===== src/hdl/startup_config_pkg.sv =====
package startup_config_pkg;

  // map byte offsets inside the configuration image
  localparam logic [4:0] REC_LOW_OFF       = 5'h00;
  localparam logic [4:0] REC_HIGH_OFF      = 5'h01;
  localparam logic [4:0] SAMPLE_FMT_OFF    = 5'h02;
  localparam logic [4:0] CONV_MODE0_OFF    = 5'h03;
  localparam logic [4:0] CONV_MODE1_OFF    = 5'h04;
  localparam logic [4:0] IO_SELECT_OFF     = 5'h05;
  localparam logic [4:0] BOOST_REPORT_OFF  = 5'h19;
  localparam int         MAP_BYTES         = 26;
  localparam logic [4:0] MAP_LAST          = 5'h19;

  // recognition pattern and eeprom bus addresses
  localparam logic [7:0] REC_LOW_VAL       = 8'hAA;
  localparam logic [7:0] REC_HIGH_VAL      = 8'h55;
  localparam logic [7:0] EEPROM_WR_ADDR    = 8'hA0;
  localparam logic [7:0] EEPROM_RD_ADDR    = 8'hA1;
  localparam logic [7:0] START_WORD_ADDR   = 8'h00;

  // field positions
  localparam int OUT_FMT_LSB   = 5;
  localparam int PHASE_INV_BIT = 4;
  localparam int WIDTH_LSB     = 2;
  localparam int STEREO_BIT    = 1;
  localparam int RATE_GO_BIT   = 0;
  localparam int TONE_LSB      = 5;
  localparam int DEEMPH_BIT    = 4;
  localparam int SWAP_BIT      = 3;
  localparam int SYNC_BIT      = 2;
  localparam int MUTE_BIT      = 1;
  localparam int CONV_RST_BIT  = 0;
  localparam int MODE_SEL_BIT  = 7;
  localparam int CLIP_EN_BIT   = 7;

  // reset values and the clipping ceiling of bass plus volume
  localparam logic [7:0] BYTE_RESET = 8'h00;
  localparam logic [7:0] CLIP_LIMIT = 8'h60;

  // timing: clock 25 MHz, init window up to 10 ms, i2c quarter bit 2500 ns
  localparam int CLK_KHZ         = 25000;
  localparam int INIT_TIME_MS    = 10;
  localparam int INIT_CYCLES_DEF = INIT_TIME_MS * CLK_KHZ;
  localparam int QUARTER_NS      = 2500;
  localparam int QUARTER_CYC     = (QUARTER_NS * CLK_KHZ + 999999) / 1000000;

  typedef enum logic [2:0] {
    OP_START,
    OP_STOP,
    OP_WRITE,
    OP_READ_ACK,
    OP_READ_NACK
  } i2c_op_t;

  // built-in maps, picked by the two select pins when no eeprom answers
  function automatic logic [7:0] builtin_map(input logic [1:0] sel, input logic [4:0] idx);
    logic [7:0] b;
    b = BYTE_RESET;
    unique case (idx)
      SAMPLE_FMT_OFF:   b = sel[0] ? 8'h0B : 8'h0F;
      CONV_MODE0_OFF:   b = {1'b0, sel, 5'h00};
      CONV_MODE1_OFF:   b = 8'h80;
      IO_SELECT_OFF:    b = sel[1] ? 8'h80 : 8'h00;
      BOOST_REPORT_OFF: b = (sel == 2'h3) ? 8'h00 : 8'h01;
      default:          b = BYTE_RESET;
    endcase
    return b;
  endfunction : builtin_map

endpackage : startup_config_pkg


===== src/hdl/i2c_cmd_if.sv =====
`timescale 1ns/1ps
`default_nettype none
interface i2c_cmd_if;
  import startup_config_pkg::*;
  logic       req;
  i2c_op_t    op;
  logic [7:0] wr_data;
  logic       done;
  logic [7:0] rd_data;
  logic       ack_ok;

  modport master (output req, output op, output wr_data,
                  input done, input rd_data, input ack_ok);
  modport engine (input req, input op, input wr_data,
                  output done, output rd_data, output ack_ok);
endinterface : i2c_cmd_if
`default_nettype wire


===== src/hdl/i2c_byte_engine.sv =====
`timescale 1ns/1ps
`default_nettype none
module i2c_byte_engine
  import startup_config_pkg::*;
(
  // clock and reset
  input  wire logic     ref_clk,
  input  wire logic     sys_rst,
  // command side
  i2c_cmd_if.engine     cmd,
  // bus lines, release is high
  input  wire logic     scl_in,
  input  wire logic     sda_in,
  output var  logic     scl_rel,
  output var  logic     sda_rel
);
  logic       busy_reg;
  i2c_op_t    op_reg;
  logic [6:0] qcnt_reg;
  logic [1:0] quarter_reg;
  logic [3:0] bitn_reg;
  logic [7:0] shift_reg;
  logic       done_reg;
  logic       ack_reg;
  logic       cur_bit;
  logic       stretch;
  logic       last_q;

  assign cmd.done    = done_reg;
  assign cmd.rd_data = shift_reg;
  assign cmd.ack_ok  = ack_reg;

  // bit to put on sda for the current data bit; ack slot of a read drives ack or nack
  always_comb
  begin
    if (bitn_reg == 4'h8)
      cur_bit = (op_reg == OP_READ_NACK) || (op_reg == OP_WRITE);
    else
      cur_bit = (op_reg == OP_WRITE) ? shift_reg[7] : 1'b1;
  end

  // a slave holding scl low freezes the high quarters
  assign stretch = quarter_reg[0] ^ quarter_reg[1] && scl_rel && !scl_in;
  assign last_q  = (qcnt_reg == 7'(QUARTER_CYC - 1)) && !stretch;

  // line levels: sda only moves while scl is low, except in start and stop
  always_ff @(posedge ref_clk)
  begin
    if (sys_rst)
    begin
      scl_rel <= 1'b1;
      sda_rel <= 1'b1;
    end
    else if (busy_reg)
    begin
      unique case (op_reg)
        OP_START: {scl_rel, sda_rel} <= (quarter_reg == 2'h0) ? 2'b01 :
                                        (quarter_reg == 2'h1) ? 2'b11 :
                                        (quarter_reg == 2'h2) ? 2'b10 : 2'b00;
        OP_STOP:  {scl_rel, sda_rel} <= (quarter_reg == 2'h0) ? 2'b00 :
                                        (quarter_reg == 2'h1) ? 2'b10 : 2'b11;
        default:  {scl_rel, sda_rel} <= (quarter_reg == 2'h3) ? {1'b0, sda_rel} :
                                        {quarter_reg != 2'h0, cur_bit};
      endcase
    end
  end

  // quarter and bit sequencing, shift and acknowledge capture
  always_ff @(posedge ref_clk)
  begin
    if (sys_rst)
    begin
      busy_reg    <= 1'b0;
      op_reg      <= OP_START;
      qcnt_reg    <= 7'h00;
      quarter_reg <= 2'h0;
      bitn_reg    <= 4'h0;
      shift_reg   <= 8'h00;
      done_reg    <= 1'b0;
      ack_reg     <= 1'b0;
    end
    else
    begin
      done_reg <= 1'b0;
      if (!busy_reg)
      begin
        if (cmd.req)
        begin
          busy_reg    <= 1'b1;
          op_reg      <= cmd.op;
          shift_reg   <= cmd.wr_data;
          qcnt_reg    <= 7'h00;
          quarter_reg <= 2'h0;
          bitn_reg    <= 4'h0;
        end
      end
      else if (!last_q)
      begin
        if (!stretch)
          qcnt_reg <= qcnt_reg + 7'h01;
      end
      else
      begin
        qcnt_reg    <= 7'h00;
        quarter_reg <= quarter_reg + 2'h1;
        // sample at the end of scl high, in the last cycle before it falls
        if (quarter_reg == 2'h2 && op_reg != OP_START && op_reg != OP_STOP)
        begin
          if (bitn_reg == 4'h8)
            ack_reg <= (op_reg == OP_WRITE) ? !sda_in : 1'b1;
          else
            shift_reg <= {shift_reg[6:0], sda_in};
        end
        if (quarter_reg == 2'h3)
        begin
          if (op_reg == OP_START || op_reg == OP_STOP || bitn_reg == 4'h8)
          begin
            busy_reg <= 1'b0;
            done_reg <= 1'b1;
          end
          else
            bitn_reg <= bitn_reg + 4'h1;
        end
      end
    end
  end

endmodule : i2c_byte_engine
`default_nettype wire


===== src/hdl/startup_config_loader.sv =====
`timescale 1ns/1ps
`default_nettype none
// Operation
// - bass boost follows host request value
// - clipping prevention lowers bass gain
// - byte 19H zero hides bass boost
// - de-emphasis comes only from start-up map
// - wait up to 10 ms after reset
// - become bus master, read eeprom
// - eeprom valid only if AAH, 55H
// - valid eeprom map replaces built-in settings
// - otherwise two pins pick built-in map
// - chosen configuration frozen until next start-up
// - first two bytes hold recognition pattern
// - byte 2 bits 6:5 output format
// - byte 2 bit 4 phase inversion
// - byte 2 bits 3:2 sample width
// - byte 2 mono/stereo, rate-control start state
// - byte 3 bits 6:5 tone mode
// - byte 3 bit 4 de-emphasis
// - byte 3 bit 3 channel swap
// - byte 3 bit 2 sync or async
// - byte 3 mute and converter reset
// - byte 3 bit 7 reads 0
// - byte 4 bit 7 reads 1
module startup_config_loader
  import startup_config_pkg::*;
#(
  parameter int INIT_CYCLES = INIT_CYCLES_DEF
)
(
  // clock and reset
  input  wire logic       ref_clk,
  input  wire logic       sys_rst,
  // eeprom bus, open drain, enables low while driving
  input  wire logic       scl_in,
  output var  logic       scl_out,
  output var  logic       scl_oe_n,
  input  wire logic       sda_in,
  output var  logic       sda_out,
  output var  logic       sda_oe_n,
  // map select pins
  input  wire logic       map_select_pin_high,
  input  wire logic       map_select_pin_low,
  // host sound requests
  input  wire logic       bass_boost_req,
  input  wire logic [7:0] bass_gain_req,
  input  wire logic [7:0] volume_gain,
  // applied map bytes
  output var  logic [7:0] sample_format_control,
  output var  logic [7:0] converter_mode_first,
  output var  logic [7:0] converter_mode_second,
  // decoded settings
  output var  logic [1:0] serial_out_format,
  output var  logic       mono_phase_invert,
  output var  logic [1:0] sample_width,
  output var  logic       stereo_mode,
  output var  logic       rate_control_logic_go,
  output var  logic [1:0] tone_mode,
  output var  logic       deemph_on,
  output var  logic       channel_swap,
  output var  logic       async_converter_sync,
  output var  logic       mute_on,
  output var  logic       async_converter_reset,
  // sound feature state
  output var  logic       clip_prevent_en,
  output var  logic       boost_reported,
  output var  logic       low_freq_boost_on,
  output var  logic [7:0] bass_gain_out,
  // start-up status
  output var  logic       eeprom_found,
  output var  logic       config_done,
  output var  logic       usb_enable
);
  typedef enum logic [3:0] {
    S_INIT, S_START, S_DEVW, S_ADDR, S_RESTART, S_DEVR, S_READ, S_STOP, S_APPLY, S_RUN
  } load_state_t;

  load_state_t state_reg;
  logic [17:0] init_cnt_reg;
  logic        wait_reg;
  logic        req_reg;
  i2c_op_t     op_reg;
  logic [7:0]  wdata_reg;
  logic        nack_seen_reg;
  logic [4:0]  idx_reg;
  logic [7:0]  map_mem [0:MAP_BYTES-1];
  logic [7:0]  sfc_reg, cm0_reg, cm1_reg, iosel_reg, b19_reg;
  logic        found_reg, done_reg, usb_reg, boost_rep_reg, boost_reg;
  logic [7:0]  bass_reg, vol_d_reg;
  logic [1:0]  sel_reg;
  logic        scl_rel, sda_rel;
  logic        found_next;
  logic [8:0]  gain_sum;

  i2c_cmd_if cmd_bus ();

  assign cmd_bus.req     = req_reg;
  assign cmd_bus.op      = op_reg;
  assign cmd_bus.wr_data = wdata_reg;

  i2c_byte_engine engine (
    .ref_clk (ref_clk),
    .sys_rst (sys_rst),
    .cmd     (cmd_bus.engine),
    .scl_in  (scl_in),
    .sda_in  (sda_in),
    .scl_rel (scl_rel),
    .sda_rel (sda_rel)
  );

  // pins are pure open drain: level low, enable follows the engine register
  assign scl_out  = 1'b0;
  assign sda_out  = 1'b0;
  assign scl_oe_n = scl_rel;
  assign sda_oe_n = sda_rel;

  // only the exact pattern counts, and only if every address byte was acknowledged
  assign found_next = !nack_seen_reg && map_mem[REC_LOW_OFF] == REC_LOW_VAL
                      && map_mem[REC_HIGH_OFF] == REC_HIGH_VAL;

  // load sequence: wait, then one random read of the whole map from address 0
  always_ff @(posedge ref_clk)
  begin
    if (sys_rst)
    begin
      state_reg     <= S_INIT;
      init_cnt_reg  <= 18'h00000;
      wait_reg      <= 1'b0;
      req_reg       <= 1'b0;
      op_reg        <= OP_START;
      wdata_reg     <= 8'h00;
      nack_seen_reg <= 1'b0;
      idx_reg       <= 5'h00;
    end
    else
    begin
      req_reg <= 1'b0;
      unique case (state_reg)
        S_INIT:
        begin
          init_cnt_reg <= init_cnt_reg + 18'h00001;
          if (init_cnt_reg == 18'(INIT_CYCLES - 1))
            state_reg <= S_START;
        end
        S_APPLY: state_reg <= S_RUN;
        S_RUN:   state_reg <= S_RUN;
        default:
        begin
          if (!wait_reg)
          begin
            wait_reg <= 1'b1;
            req_reg  <= 1'b1;
            unique case (state_reg)
              S_START, S_RESTART: op_reg <= OP_START;
              S_STOP:             op_reg <= OP_STOP;
              S_READ:  op_reg <= (idx_reg == MAP_LAST) ? OP_READ_NACK : OP_READ_ACK;
              default: op_reg <= OP_WRITE;
            endcase
            wdata_reg <= (state_reg == S_DEVW) ? EEPROM_WR_ADDR :
                         (state_reg == S_DEVR) ? EEPROM_RD_ADDR : START_WORD_ADDR;
          end
          else if (cmd_bus.done)
          begin
            wait_reg <= 1'b0;
            unique case (state_reg)
              S_START:   state_reg <= S_DEVW;
              S_RESTART: state_reg <= S_DEVR;
              S_STOP:    state_reg <= S_APPLY;
              S_READ:
              begin
                idx_reg <= idx_reg + 5'h01;
                if (idx_reg == MAP_LAST)
                  state_reg <= S_STOP;
              end
              default:
              begin
                if (!cmd_bus.ack_ok)
                begin
                  nack_seen_reg <= 1'b1;
                  state_reg     <= S_STOP;
                end
                else
                  state_reg <= (state_reg == S_DEVW) ? S_ADDR :
                               (state_reg == S_ADDR) ? S_RESTART : S_READ;
              end
            endcase
          end
        end
      endcase
    end
  end

  // captured map image; unread bytes stay zero
  always_ff @(posedge ref_clk)
  begin
    if (sys_rst)
    begin
      for (int i = 0; i < MAP_BYTES; i++)
        map_mem[i] <= BYTE_RESET;
    end
    else if (state_reg == S_READ && wait_reg && cmd_bus.done)
      map_mem[idx_reg] <= cmd_bus.rd_data;
  end

  // apply once: eeprom image or pin-selected built-in map, then hold forever
  always_ff @(posedge ref_clk)
  begin
    if (sys_rst)
    begin
      sfc_reg   <= BYTE_RESET;
      cm0_reg   <= BYTE_RESET;
      cm1_reg   <= BYTE_RESET;
      iosel_reg <= BYTE_RESET;
      b19_reg   <= BYTE_RESET;
      sel_reg   <= 2'h0;
      found_reg <= 1'b0;
      done_reg  <= 1'b0;
    end
    else if (state_reg == S_APPLY)
    begin
      found_reg <= found_next;
      sel_reg   <= {map_select_pin_high, map_select_pin_low};
      done_reg  <= 1'b1;
      if (found_next)
      begin
        sfc_reg   <= map_mem[SAMPLE_FMT_OFF];
        cm0_reg   <= map_mem[CONV_MODE0_OFF];
        cm1_reg   <= map_mem[CONV_MODE1_OFF];
        iosel_reg <= map_mem[IO_SELECT_OFF];
        b19_reg   <= map_mem[BOOST_REPORT_OFF];
      end
      else
      begin
        sfc_reg   <= builtin_map({map_select_pin_high, map_select_pin_low}, SAMPLE_FMT_OFF);
        cm0_reg   <= builtin_map({map_select_pin_high, map_select_pin_low}, CONV_MODE0_OFF);
        cm1_reg   <= builtin_map({map_select_pin_high, map_select_pin_low}, CONV_MODE1_OFF);
        iosel_reg <= builtin_map({map_select_pin_high, map_select_pin_low}, IO_SELECT_OFF);
        b19_reg   <= builtin_map({map_select_pin_high, map_select_pin_low}, BOOST_REPORT_OFF);
      end
    end
  end

  // usb function is held off one cycle past the apply so every setting is stable first
  always_ff @(posedge ref_clk)
  begin
    if (sys_rst)
      usb_reg <= 1'b0;
    else
      usb_reg <= done_reg;
  end

  // host bass boost switch, and the clipping guard on bass gain
  assign gain_sum = {1'b0, bass_gain_req} + {1'b0, volume_gain};
  always_ff @(posedge ref_clk)
  begin
    if (sys_rst)
    begin
      boost_reg     <= 1'b0;
      boost_rep_reg <= 1'b0;
      bass_reg      <= 8'h00;
      vol_d_reg     <= 8'h00;
    end
    else
    begin
      boost_rep_reg <= done_reg && (b19_reg != 8'h00);
      boost_reg     <= usb_reg && bass_boost_req;
      vol_d_reg     <= volume_gain;
      if (!usb_reg)
        bass_reg <= 8'h00;
      else if (iosel_reg[CLIP_EN_BIT] && gain_sum > {1'b0, CLIP_LIMIT})
        bass_reg <= (volume_gain >= CLIP_LIMIT) ? 8'h00 : CLIP_LIMIT - volume_gain;
      else
        bass_reg <= bass_gain_req;
    end
  end

  // outputs; the mode-select bits are fixed regardless of what the image holds
  assign sample_format_control = sfc_reg;
  assign converter_mode_first  = {1'b0, cm0_reg[6:0]};
  assign converter_mode_second = {1'b1, cm1_reg[6:0]};
  assign serial_out_format     = sfc_reg[OUT_FMT_LSB +: 2];
  assign mono_phase_invert     = sfc_reg[PHASE_INV_BIT];
  assign sample_width          = sfc_reg[WIDTH_LSB +: 2];
  assign stereo_mode           = sfc_reg[STEREO_BIT];
  assign rate_control_logic_go = sfc_reg[RATE_GO_BIT];
  assign tone_mode             = cm0_reg[TONE_LSB +: 2];
  assign deemph_on             = cm0_reg[DEEMPH_BIT];
  assign channel_swap          = cm0_reg[SWAP_BIT];
  assign async_converter_sync  = cm0_reg[SYNC_BIT];
  assign mute_on               = cm0_reg[MUTE_BIT];
  assign async_converter_reset = cm0_reg[CONV_RST_BIT];
  assign clip_prevent_en       = iosel_reg[CLIP_EN_BIT];
  assign boost_reported        = boost_rep_reg;
  assign low_freq_boost_on     = boost_reg;
  assign bass_gain_out         = bass_reg;
  assign eeprom_found          = found_reg;
  assign config_done           = done_reg;
  assign usb_enable            = usb_reg;
endmodule : startup_config_loader
`default_nettype wire


===== config.mk =====
export PLATFORM = sky130hd
export DESIGN_NAME = startup_config_loader
export DESIGN_NICKNAME = d
export VERILOG_FILES = /design/src/hdl/startup_config_pkg.sv /design/src/hdl/i2c_cmd_if.sv /design/src/hdl/i2c_byte_engine.sv /design/src/hdl/startup_config_loader.sv
export SDC_FILE = /design/constraint.sdc
export NUM_CORES = 1
export LEC_CHECK = 0
export ABC_AREA = 1
export CORE_MARGIN = 2
export CORE_UTILIZATION = 36
export CTS_BUF_LIST = sky130_fd_sc_hd__clkbuf_8
export DETAILED_ROUTE_END_ITERATION = 7
export DONT_BUFFER_PORTS = 1
export GPL_TIMING_DRIVEN = 0
export PLACE_DENSITY = 0.55
export SYNTH_ARGS = -nofsm -noshare
export SYNTH_HDL_FRONTEND = slang
export SYNTH_SLANG_ARGS = --single-unit

===== constraint.sdc =====
create_clock -name ref_clk -period 3.8 [get_ports ref_clk]
set_input_delay 0.19 -clock ref_clk [delete_from_list [all_inputs] [get_ports ref_clk]]
set_output_delay 0.19 -clock ref_clk [all_outputs]
set_load 0.03 [all_outputs]

Word-level counts from Yosys, hierarchy flattened. Memory sizes are Yosys's and may differ from the RTL's. Index checks and enable logic that the tools add are counted. W data, S select, Z words.

$lt $le $gt $ge: 2. Bitwise operators: 9. Reduce and logical (&&, ||, !) cells: 47. Multiply operators: 0. Eq/ne operators: 32. Divide/modulo/power cells: 0. Shift operators: 0. $add $sub $neg: 7. Muxes and demuxes: 68.

Operators with widths (number): $mux W8 (14); $mux W7 (6); $mux W4 (9); $mux W1 (20); $reduce_and A4 Y1 (5); $add A18 B1 Y18 const B (1); $eq A18 B18 Y1 const B (1); $mux W2 (9); $eq A4 B3 Y1 const B (4); $pmux W4 S4 (1); $eq A4 B4 Y1 const B (3); $logic_and A1 B1 Y1 (12); $mux W3 (4); $ne A2 B2 Y1 const B (6); $reduce_or A4 Y1 (3); $reduce_and A2 Y1 (5); $add A8 B8 Y9 (1); $gt A9 B7 Y1 const B (1); $pmux W3 S3 (1); $reduce_bool A3 Y1 (3); $eq A4 B2 Y1 const B (2); $eq A8 B7 Y1 const B (1); $eq A8 B8 Y1 const B (1); $ge A8 B7 Y1 const B (1); other kinds (32) (51).

Latch bits: 0. Memories kept: 1. Logic and storage cells: 195. Memory bits (writable): 208. ROM bits: 0. Input port bits: 23. Bits in registers: 121. Output and inout bits: 56.

Memories: map_mem (words 26, width 8, read ports 7, clocked after Yosys merged registers in 0, wr ports 26, RTL line startup_config_loader.sv:87) `logic [7:0] map_mem [0:MAP_BYTES-1];`.

Longest topological paths before layout. Gate-level depths: netlist of the first run.

Depth in word-level cells: 8. Depth in mapped cells: 15. Gate-level depth less buffers: 15.

Hierarchy. Synthesis of the first run repeated with hierarchy kept, for this count alone.

Cells, all modules: 935. Area total of the unflattened synthesis: 7447.1 um^2.

Modules (own cells, without submodules): startup_config_loader (area an instance 5823.1 um^2, times used 1, cells each 707, sequential area each 2992.9 um^2); i2c_byte_engine (area an instance 1624.1 um^2, times used 1, cells each 228, sequential area each 580.6 um^2).

Least setup slack after synthesis of the first run. OpenSTA, ideal clock, no wires.

Kind: input port to flip-flop. Start point: in bass_gain_req[0]. End point: reg bass_reg[0], in the netlist bass_gain_out[0]. Stages on the path: 13. Required time: 3.686 ns. Setup slack: 1.988 ns. Library setup time: 0.114 ns. Buffers on the path: 0. Arrival: 1.698 ns. Cell sequence: ha_1 fa_1 nand2_1 nand2_1 and2_1 xnor2_1 nand2_1 nand2_1 nand2_2 nand2_1 nand2_1 nand2_1 nor2_1.

Word-level cells in the longest chain between the ends: 4.

Ends and longest elaborated chain: start: declaration (RTL line startup_config_loader.sv:47) `input wire logic [7:0] bass_gain_req,`; $add A8 B8 Y9 (RTL line startup_config_loader.sv:254) `assign gain_sum = {1'b0, bass_gain_req} + {1'b0, volume_gain};`; $gt A9 B7 Y1 (RTL line startup_config_loader.sv:271) `else if (iosel_reg[CLIP_EN_BIT] && gain_sum > {1'b0, CLIP_LIMIT})`; $logic_and A1 B1 Y1 (RTL line startup_config_loader.sv:271); $mux W8 (*) (RTL line startup_config_loader.sv:271); end signal: assignment (RTL line startup_config_loader.sv:272) `bass_reg <= (volume_gain >= CLIP_LIMIT) ? 8'h00 : CLIP_LIMIT - volume_gain;`; end signal: assignment (RTL line startup_config_loader.sv:274) `bass_reg <= bass_gain_req;`; end: declaration (RTL line startup_config_loader.sv:90) `logic [7:0] bass_reg, vol_d_reg;`.

Mark *: on every way between the ends. The rest lies on a longest branch, timed or not. A chain may end at the register's enable or synchronous reset.

Worst setup path after layout of the first run.
Start point: in bass_gain_req[0]. End point: reg bass_reg[6], in the netlist bass_gain_out[6].

Word-level cells in the longest chain between the ends: 4.

Ends and longest elaborated chain (RTL line): $add A8 B8 Y9 (startup_config_loader.sv:254); $gt A9 B7 Y1 (startup_config_loader.sv:271); $logic_and A1 B1 Y1 (startup_config_loader.sv:271); $mux W8 (startup_config_loader.sv:271).

Every way passes these cells.

==> results of run 1 <==
[stage by stage]
step / cell area [µm²] / hold WS, ns / utilization
final: 8150 / 0.0253 / 0.415
after global routing: 8150 / 0.0369 / 0.415
after CTS: 8150 / 0.00403 / 0.415
after detailed placement: 7600 / 0.304 / 0.387
after global placement: 7600 / 0.299 / 0.387
after floorplan: 7270 / 0.291 / -
[critical path, cell delays in order]
cell	delay, ns
ha_1	0.22
fa_1	0.43
nand2_1	0.08
nand2_1	0.07
nand3_1	0.09
nand2_1	0.06
nand2_1	0.06
nand2_1	0.05
nor2_1	0.10
nand2_1	0.07
nand2_2	0.16
nand2_1	0.20
nor2_1	0.15
nor2_1	0.06
dlygate4sd3_1	0.54
[power by group]
| part | switching (W) | internal, W |
|---|---|---|
| Combinational | 0.000102 | 0.0000516 |
| Sequential | 0.0000102 | 0.00173 |
| Clock | 0.000650 | 0.000691 |
[kinds of logic after synthesis]
logic type	after synthesis	share of synthesized area
AOI/OAI and AO/OA	153	0.113
xor gates and xnor gates	6	0.00724
adders and majority gates	23	0.0407
buffers and inverters	157	0.0937
DFF	155	0.492
muxes	1	0.00138
other	2	0.00103
and+or+nand+nor	412	0.251
[final cells by class]
class	count	area, µm²
Clock buffer	19	262
Tap cell	265	332
Sequential cell	155	3570
Clock inverter	13	165
Buffer	38	234
Multi-Input combinational cell	599	3020
Fill cell	2045	11500
Inverter	119	447
Timing Repair Buffer	12	120
[worst min-delay path by stage]
stage,startpoint,endpoint,slack (ns),cells after the start
after CTS,volume_gain[2],bass_gain_out[2],0.004,5
after detailed placement,sda_in,engine.cmd.ack_ok,0.30,1
after global routing,map_select_pin_low,b19_reg[0],0.04,3
after floorplan,sda_in,engine.cmd.ack_ok,0.29,1
after global placement,sda_in,engine.cmd.ack_ok,0.30,1
final,volume_gain[2],bass_gain_out[2],0.03,5
[layout by cell type, fill, tap and decap left out, types with 11 or more instances in the layout]
| cell | n |
|---|---|
| nand2_1 | 169 |
| nor2_1 | 134 |
| inv_1 | 116 |
| dfxtp_1 | 108 |
| a21oi_1 | 83 |
| edfxtp_1 | 47 |
| o21ai_0 | 43 |
| nand3_1 | 40 |
| ha_1 | 22 |
| buf_4 | 20 |
| nor3_1 | 19 |
| clkbuf_8 | 19 |
| dlygate4sd3_1 | 12 |
| clkbuf_1 | 11 |
| nand4_1 | 11 |
[per-layer routing]
metal | track usage | routed length (µm) | up-vias
met2 | 0.259 | 7780 | 119
met3 | 0.0413 | 910 | 9
met1 | 0.216 | 8350 | 2664
met5 | 0 | 0 | -
li1 | - | - | 3018
met4 | 0.0437 | 165 | 0
[repair_timing]
action | in CTS | in global routing
setup endpoints to repair | 0 | 0
hold endpoints to repair | 12 | 0
setup buffers | 0 | 0
hold buffers | 12 | 0
==> results.py, run 1 <==
metrics = {
    "yosys": {
        "syn_area_um2": 7260,
        "synth_top_cell_by_area": "dfxtp_1",
        "netlist.area_leader.share": 0.298,
        "ys_ff_latch": 155,
        "yosysMostFrequentCell": "nand2_1",
        "async_flop_share": 0,
        "yosys_warnings": 0,
        "seq_area_frac_synth": 0.492,
        "ys_types": 46,
        "postSynthCellCount": 909,
        "ys.flop_type": "dfxtp_1",
        "synth.area.top_cells": "dfxtp_1 (30%), edfxtp_1 (19%), nand2_1 (8.7%), nor2_1 (6.9%), inv_1 (6.0%)",
        "synthTopCellsByCount": "nand2_1 (169), nor2_1 (134), inv_1 (116)",
        "postSynthAreaPerCell_um2": 7.99,
        "synth-edff-count": 47,
    },
    "pwr": {
        "p_per_area_nw_per_um2": 397,
        "leakage_nw": 3.08,
        "irDropWorstVdd_mv": 0.260,
        "power.total_w": 0.00323,
    },
    "sta": {
        "rsz0062_at_grt": "no",
        "fin_setup_tns_ns": 0,
        "hold_viol_final": 0,
        "fin_crit_sh": 0.571,
        "max_freq_mhz": 461,
        "finalSetupViolCount": 0,
        "slew_viol_final": 0,
        "skew_ns": 0.0124,
        "timing.final.ws_setup_ns": 1.63,
        "slew-limit-headroom": 0.478,
        "tightest_slew_ns": 0.782,
        "fin_crit_ns": 2.17,
    },
    "finish": {
        "final-instance-count-excl-fill": 1220,
        "area_growth_pct": 12.2,
        "nNetsFinal": 988,
        "diodes": 0,
        "drive_gt1_frac": 0.0880,
        "largest_register_ffs": 47,
    },
    "detailed_routing": {
        "firstDrtPassIters": 4,
        "num_vias": 5810,
        "wl_per_cell_um": 14.1,
        "detail-route-antenna-nets": 0,
        "totalWireLength_um": 17200,
        "drtIter0Drc": 254,
        "route.detailed.drc": 0,
        "avgViaCountPerCell": 4.76,
    },
    "cts": {
        "worst_skew_pair.late_latency_ns": 0.45,
        "htreeDepth": 4,
        "clock-sinks": 155,
        "cts-root-buf": "clkbuf_8",
        "numCtsBuffers": 17,
        "cts_buffer_depth": 2,
        "cts_resized": 0,
        "clk_pin_slew_ns": 0.09,
        "cts_tree": "yes",
    },
    "critical_path": {
        "cp_max_fo": 9,
        "rrSetupSlack_ns": 1.65,
        "arrival_ns": 2.51,
        "critPathKind": "input port to flip-flop",
        "crit_path_start": "bass_gain_req[0]",
        "rr_endpoint": "map_mem[25][2]",
        "crit_path_end_kind": "flip-flop",
        "timing.rr.start": "state_reg[1]",
        "endpoint": "bass_gain_out[6]",
        "cp.required_ns": 4.14,
        "critPathLaunchType": "input port",
        "r2r_cells": 6,
    },
    "placed_design": {
        "portBuffers": 0,
        "post-place-ws_ns": 1.63,
        "hpwl_um": 12300,
        "routabilityCongestion": 0.830,
        "dp_cells": 1176,
    },
    "floorplan": {
        "die_h_um": 146,
        "core_area_um2": 19700,
        "fp.dieW_um": 146,
        "io_pins": 79,
        "num_rows": 51,
        "initial_utilization": 0.369,
        "die-area_um2": 21300,
    },
    "grt": {
        "grt_max_degree": 17,
        "track_usage": 0.161,
        "grt_pass1_wl_um": 27300,
        "grt_overflow": 0,
        "grt_pass1_vias": 5368,
        "antenna_found_initial": 0,
    },
    "flow_run": {
        "maxCapViolations": 0,
    },
    "outcome": {
        "status": "finished clean",
    },
    "hold_path": {
        "min_path_type": "input port to flip-flop",
    },
}
(Power assumes the default switching activity.)
==> inputs of run 2 (changes only) <==
Settings changed: PLACE_DENSITY 0.55 to 0.57.
Clock period 3.8 ns to 1.8 ns, I/O delays scaled along.
==> run 2 against run 1 <==
  * Non-clock buffer count grew 24
  * Die area is the same
  * Clock skew grew 0.0019 ns
  * Cell count grew 2.0%
  * Clock power grew 84%
  * Critical path depth shrank 12
  * Via count grew 1.7%
  * Sequential power grew 110%
  * Sequential share of layout area shrank 1.9 points
  * Register-to-register slack lost 1.5 ns
  * Sequential cell count is the same
  * Critical path type is now flip-flop to flip-flop
  * Critical endpoint is now map_mem[3][0]
==> results.py, run 2 (same netlist as run 1, synthesis figures left out) <==
metrics = {
    "floorplan": {
        "fp.dieW_um": 146,
        "die-area_um2": 21300,
        "io_pins": 79,
        "core_area_um2": 19700,
        "die_h_um": 146,
        "initial_utilization": 0.369,
        "num_rows": 51,
    },
    "pwr": {
        "p_per_area_nw_per_um2": 759,
        "power.total_w": 0.00648,
        "leakage_nw": 3.23,
        "irDropWorstVdd_mv": 0.418,
    },
    "detailed_routing": {
        "dr_wl_met2_um": 7890,
        "highest_layer": "met4",
        "drt-met1-wl_um": 8230,
        "wl_met3_um": 1010,
        "detail-route-antenna-nets": 0,
        "route.detailed.drc": 0,
        "wl_per_cell_um": 13.9,
        "firstDrtPassIters": 4,
        "avgViaCountPerCell": 4.75,
        "drtIter0Drc": 360,
        "totalWireLength_um": 17300,
        "num_vias": 5909,
    },
    "finish": {
        "ff_latch_area_um2": 3580,
        "final_common_cell": "nand2_1",
        "nNetsFinal": 1012,
        "layout_common_cells": "nand2_1 (159), nor2_1 (129), inv_1 (115)",
        "area_growth_pct": 17.6,
        "diodes": 0,
        "final_cell_area_um2": 8540,
        "num-fill-cells": 1986,
        "multi_input_area_um2": 3250,
        "drive_gt1_frac": 0.137,
        "largest_register_ffs": 47,
    },
    "flow_run": {
        "maxCapViolations": 0,
    },
    "grt": {
        "grt_max_degree": 17,
        "antenna_found_initial": 0,
        "track_usage": 0.163,
        "grt_pass1_vias": 5425,
        "grt_pass1_wl_um": 27800,
        "grt_overflow": 0,
    },
    "critical_path": {
        "crit_path_end_kind": "flip-flop",
        "rr_endpoint": "map_mem[3][0]",
        "crit_cells": 3,
        "cpLargestDelayFamily": "simple AND/OR/NAND/NOR gates",
        "arrival_ns": 1.84,
        "rrSetupSlack_ns": 0.12,
        "timing.rr.start": "idx_reg[2]",
        "cp_cell_sequence": "nor3_2 > nand3_4 > nand2_8",
        "slowest_stage": "nor3_2",
        "endpoint": "map_mem[3][0]",
        "r2r_cells": 3,
        "cp.required_ns": 1.97,
        "cp_max_fo": 8,
        "cp.buffers_inverters": 0,
        "crit_path_start": "idx_reg[2]",
        "critPathLaunchType": "flip-flop",
        "critPathKind": "flip-flop to flip-flop",
        "slowest_delay_ns": 0.58,
    },
    "cts": {
        "worst_skew_pair.late_latency_ns": 0.46,
        "htreeDepth": 4,
        "cts-root-buf": "clkbuf_8",
        "cts_buffer_depth": 2,
        "clk_pin_slew_ns": 0.09,
        "clock-sinks": 155,
        "numCtsBuffers": 17,
        "cts_tree": "yes",
    },
    "sta": {
        "skew_ns": 0.0143,
        "rsz0062_at_grt": "yes",
        "fin_setup_tns_ns": 0,
        "fin_crit_ns": 1.68,
        "max_freq_mhz": 597,
        "timing.final.ws_setup_ns": 0.125,
        "finalSetupViolCount": 0,
        "hold_viol_final": 0,
        "timing.hold.ws_ns": 0.0159,
        "fin_crit_sh": 0.931,
        "slew-limit-headroom": 0.114,
        "tightest_slew_ns": 1.33,
        "slew_viol_final": 0,
    },
    "placed_design": {
        "routabilityCongestion": 0.816,
        "portBuffers": 0,
        "post-place-ws_ns": -0.339,
        "hpwl_um": 12200,
        "post_dp_cell_area_um2": 7600,
    },
    "outcome": {
        "status": "finished clean",
    },
    "hold_path": {
        "min_path_type": "input port to flip-flop",
    },
}
run 2: cell count changes in the layout (fill, tap and decap cells not counted), moves of 4 or more:
cell           change
buf_4             +15
nand2_1           -10
dlygate4sd3_1      +8
dfxtp_1            -7
dfxtp_2            +7
nand3_4            +5
nor2_1             -5
nand2_4            +4
nor2_4             +4
run 2: worst min path at each step:
stage | startpoint | end | depth (start not counted)
finish | volume_gain[6] | bass_gain_out[1] | 5
global route | volume_gain[6] | bass_gain_out[1] | 5
CTS | volume_gain[2] | bass_gain_out[3] | 4
detailed placement | sda_in | engine.cmd.ack_ok | 1
global placement | sda_in | engine.cmd.ack_ok | 1
floorplan | sda_in | engine.cmd.ack_ok | 1
run 2: worst min-delay path: cells and delay by family:
family	cells	cell delay, ns
AOI/OAI and AO/OA	1	0.12
and+or+nand+nor	4	0.23
run 2: per-layer routing:
metal  up-vias  track usage
met5         -            0
met1      2685        0.220
met3        15       0.0441
met2       130        0.260
li1       3079            -
met4         0       0.0447
run 2: area by class of cell:
cell class	count	area share
flip-flops and latches	155	0.419
multi-input cells	599	0.380
inverters	119	0.0523
repair buffers	36	0.0390
well taps	265	0.0388
clock buffers	19	0.0306
plain buffers	38	0.0275
clock inverters	13	0.0125
run 2: what timing repair did:
action,CTS,global route
buffers inserted,5,11
hold buffers,20,0
pin swaps,7,12
hold endpoints to repair,15,0
gates resized for setup,28,29
endpoints found under the setup margin,75,100
run 2: power breakdown:
group / switching, W / leakage [nW] / internal (W)
registers: 0.0000218 / 1.32 / 0.00365
clock network: 0.00140 / 0.189 / 0.00106
logic: 0.000223 / 1.72 / 0.000128
total: 0.00165 / 3.23 / 0.00483
run 2: per-stage QoR:
stage / util / std cells
6_report: 0.435 / 1244
5_1_grt: 0.435 / 1244
4_1_cts: 0.425 / 1233
3_5_place_dp: 0.387 / 1176
3_3_place_gp: 0.387 / 1176
2_1_floorplan: - / 911
==> inputs of run 3 (changes only) <==
Settings changed: MAX_ROUTING_LAYER set to met4, TNS_END_PERCENT set to 20.
==> run 3 against run 2 <==
  * First-iteration DRC count decreased by 5.6%
  * Final area is the same
  * Routed wire length is 0.17% higher
  * Via count increased by 0.19%
  * Clock-buffer cell count did not move
  * Non-clock buffer count decreased by 4
  * Critical endpoint is now engine.cmd.rd_data[7]
==> results.py, run 3 (same netlist as run 1, synthesis figures left out) <==
metrics = {
    "pwr": {
        "p_switching_w": 0.00165,
        "p_per_area_nw_per_um2": 758,
        "leakage_nw": 3.21,
        "p_int_w": 0.00483,
        "p_comb_frac": 0.054,
        "power_frac_clock": 0.381,
        "irDropWorstVdd_mv": 0.416,
        "p_seq_frac": 0.566,
        "power.total_w": 0.00648,
        "netSwitchingFraction": 0.255,
    },
    "critical_path": {
        "arrival_ns": 2.10,
        "crit_path_end_kind": "flip-flop",
        "timing.rr.start": "engine.quarter_reg[0]",
        "critPathKind": "flip-flop to flip-flop",
        "cp.required_ns": 2.18,
        "critPathLaunchType": "flip-flop",
        "crit_path_start": "engine.quarter_reg[0]",
        "r2r_cells": 10,
        "endpoint": "engine.cmd.rd_data[7]",
        "rr_endpoint": "engine.cmd.rd_data[7]",
        "rrSetupSlack_ns": 0.08,
        "cp_max_fo": 5,
    },
    "sta": {
        "timing.final.ws_setup_ns": 0.0809,
        "skew_ns": 0.0142,
        "hold_viol_final": 0,
        "timing.hold.ws_ns": 0.0172,
        "tightest_slew_ns": 1.35,
        "slew-limit-headroom": 0.0989,
        "max_freq_mhz": 582,
        "slew_viol_final": 0,
        "finalSetupViolCount": 0,
        "fin_crit_ns": 1.72,
        "fin_crit_sh": 0.955,
        "rsz0062_at_grt": "yes",
    },
    "detailed_routing": {
        "detail-route-antenna-nets": 0,
        "route.detailed.drc": 0,
        "totalWireLength_um": 17300,
        "num_vias": 5920,
        "firstDrtPassIters": 4,
        "avgViaCountPerCell": 4.77,
        "drtIter0Drc": 340,
        "wl_per_cell_um": 14.0,
    },
    "floorplan": {
        "io_pins": 79,
        "num_rows": 51,
        "die_h_um": 146,
        "die-area_um2": 21300,
        "fp.dieW_um": 146,
        "initial_utilization": 0.369,
        "core_area_um2": 19700,
    },
    "cts": {
        "cts-root-buf": "clkbuf_8",
        "htreeDepth": 4,
        "cts_tree": "yes",
        "clk_pin_slew_ns": 0.09,
        "clock-sinks": 155,
        "worst_skew_pair.late_latency_ns": 0.46,
        "numCtsBuffers": 17,
        "cts_buffer_depth": 2,
    },
    "finish": {
        "final_common_cell": "nand2_1",
        "layout_common_cells": "nand2_1 (160), nor2_1 (129), inv_1 (114)",
        "area_growth_pct": 17.6,
        "diodes": 0,
        "drive_gt1_frac": 0.134,
        "multi_input_area_um2": 3270,
        "largest_register_ffs": 47,
        "num-fill-cells": 1985,
        "nNetsFinal": 1008,
        "ff_latch_area_um2": 3580,
    },
    "grt": {
        "grt_overflow": 0,
        "grt_pass1_wl_um": 27700,
        "grt_max_degree": 17,
        "antenna_found_initial": 0,
        "track_usage": 0.168,
        "grt_pass1_vias": 5398,
    },
    "placed_design": {
        "post-place-ws_ns": -0.339,
        "hpwl_um": 12200,
        "routabilityCongestion": 0.828,
        "portBuffers": 0,
    },
    "flow_run": {
        "maxCapViolations": 0,
    },
    "hold_path": {
        "min_path_type": "input port to flip-flop",
    },
    "outcome": {
        "status": "finished clean",
    },
}
-- run 3: final cells by class --
class	count	share of cell area
repair buffers	32	0.0349
multi-input cells	599	0.383
clock inverters	13	0.0125
inverters	119	0.0523
flip-flops and latches	155	0.420
well taps	265	0.0388
plain buffers	38	0.0284
clock buffers	19	0.0306
-- run 3: what timing repair did --
action / in CTS / in global routing
pin swaps: 5 / 9
hold endpoints to repair: 15 / 0
endpoints found under the setup margin: 75 / 106
gates cloned: 0 / 1
hold buffers: 19 / 0
buffers inserted: 1 / 11
gates resized for setup: 28 / 37
-- run 3: how the worst min path moves through the flow --
stage | from | endpoint | slack, ns | cells past startpoint
detailed placement | sda_in | engine.cmd.ack_ok | 0.20 | 1
CTS | volume_gain[2] | bass_gain_out[3] | 0.001 | 4
floorplan | sda_in | engine.cmd.ack_ok | 0.19 | 1
global route | volume_gain[6] | bass_gain_out[1] | 0.03 | 5
finish | volume_gain[6] | bass_gain_out[1] | 0.02 | 5
global placement | sda_in | engine.cmd.ack_ok | 0.20 | 1
-- run 3: through the flow --
stage,area [µm²],instances,utilization,setup TNS [ns]
after floorplan,7270,911,-,0
after global placement,7600,1176,0.387,-15.14
after detailed placement,7600,1176,0.387,-15.20
after CTS,8310,1228,0.423,-0.0578
after global routing,8540,1240,0.435,-0.184
final,8540,1240,0.435,0
-- run 3: worst max-delay path, cell delays in order (launching register included) --
cell and delay (ns):
dfxtp_4 0.37, inv_2 0.05, ha_4 0.24, nand3_2 0.10
nand4_4 0.15, o21ai_4 0.21, nand2_4 0.09, nand2_4 0.08
buf_6 0.12, o21ai_0 0.08, a21oi_1 0.17
-- run 3: layer usage --
metal,GRT usage,vias to the layer above,routed length [µm]
met5,-,-,0
met4,0.0447,0,139
met3,0.0434,14,1020
met2,0.259,141,7980
met1,0.220,2699,8180
li1,-,3066,-
-- run 3: power by group through the flow --
stage | Sequential (W) | Clock (W) | Combinational, W
after global placement | 0.00375 | 0 | 0.000300
after CTS | 0.00367 | 0.00252 | 0.000343
final | 0.00367 | 0.00247 | 0.000347
after detailed placement | 0.00375 | 0 | 0.000301
after global routing | 0.00367 | 0.00267 | 0.000393
after floorplan | 0.00374 | 0 | 0.000230
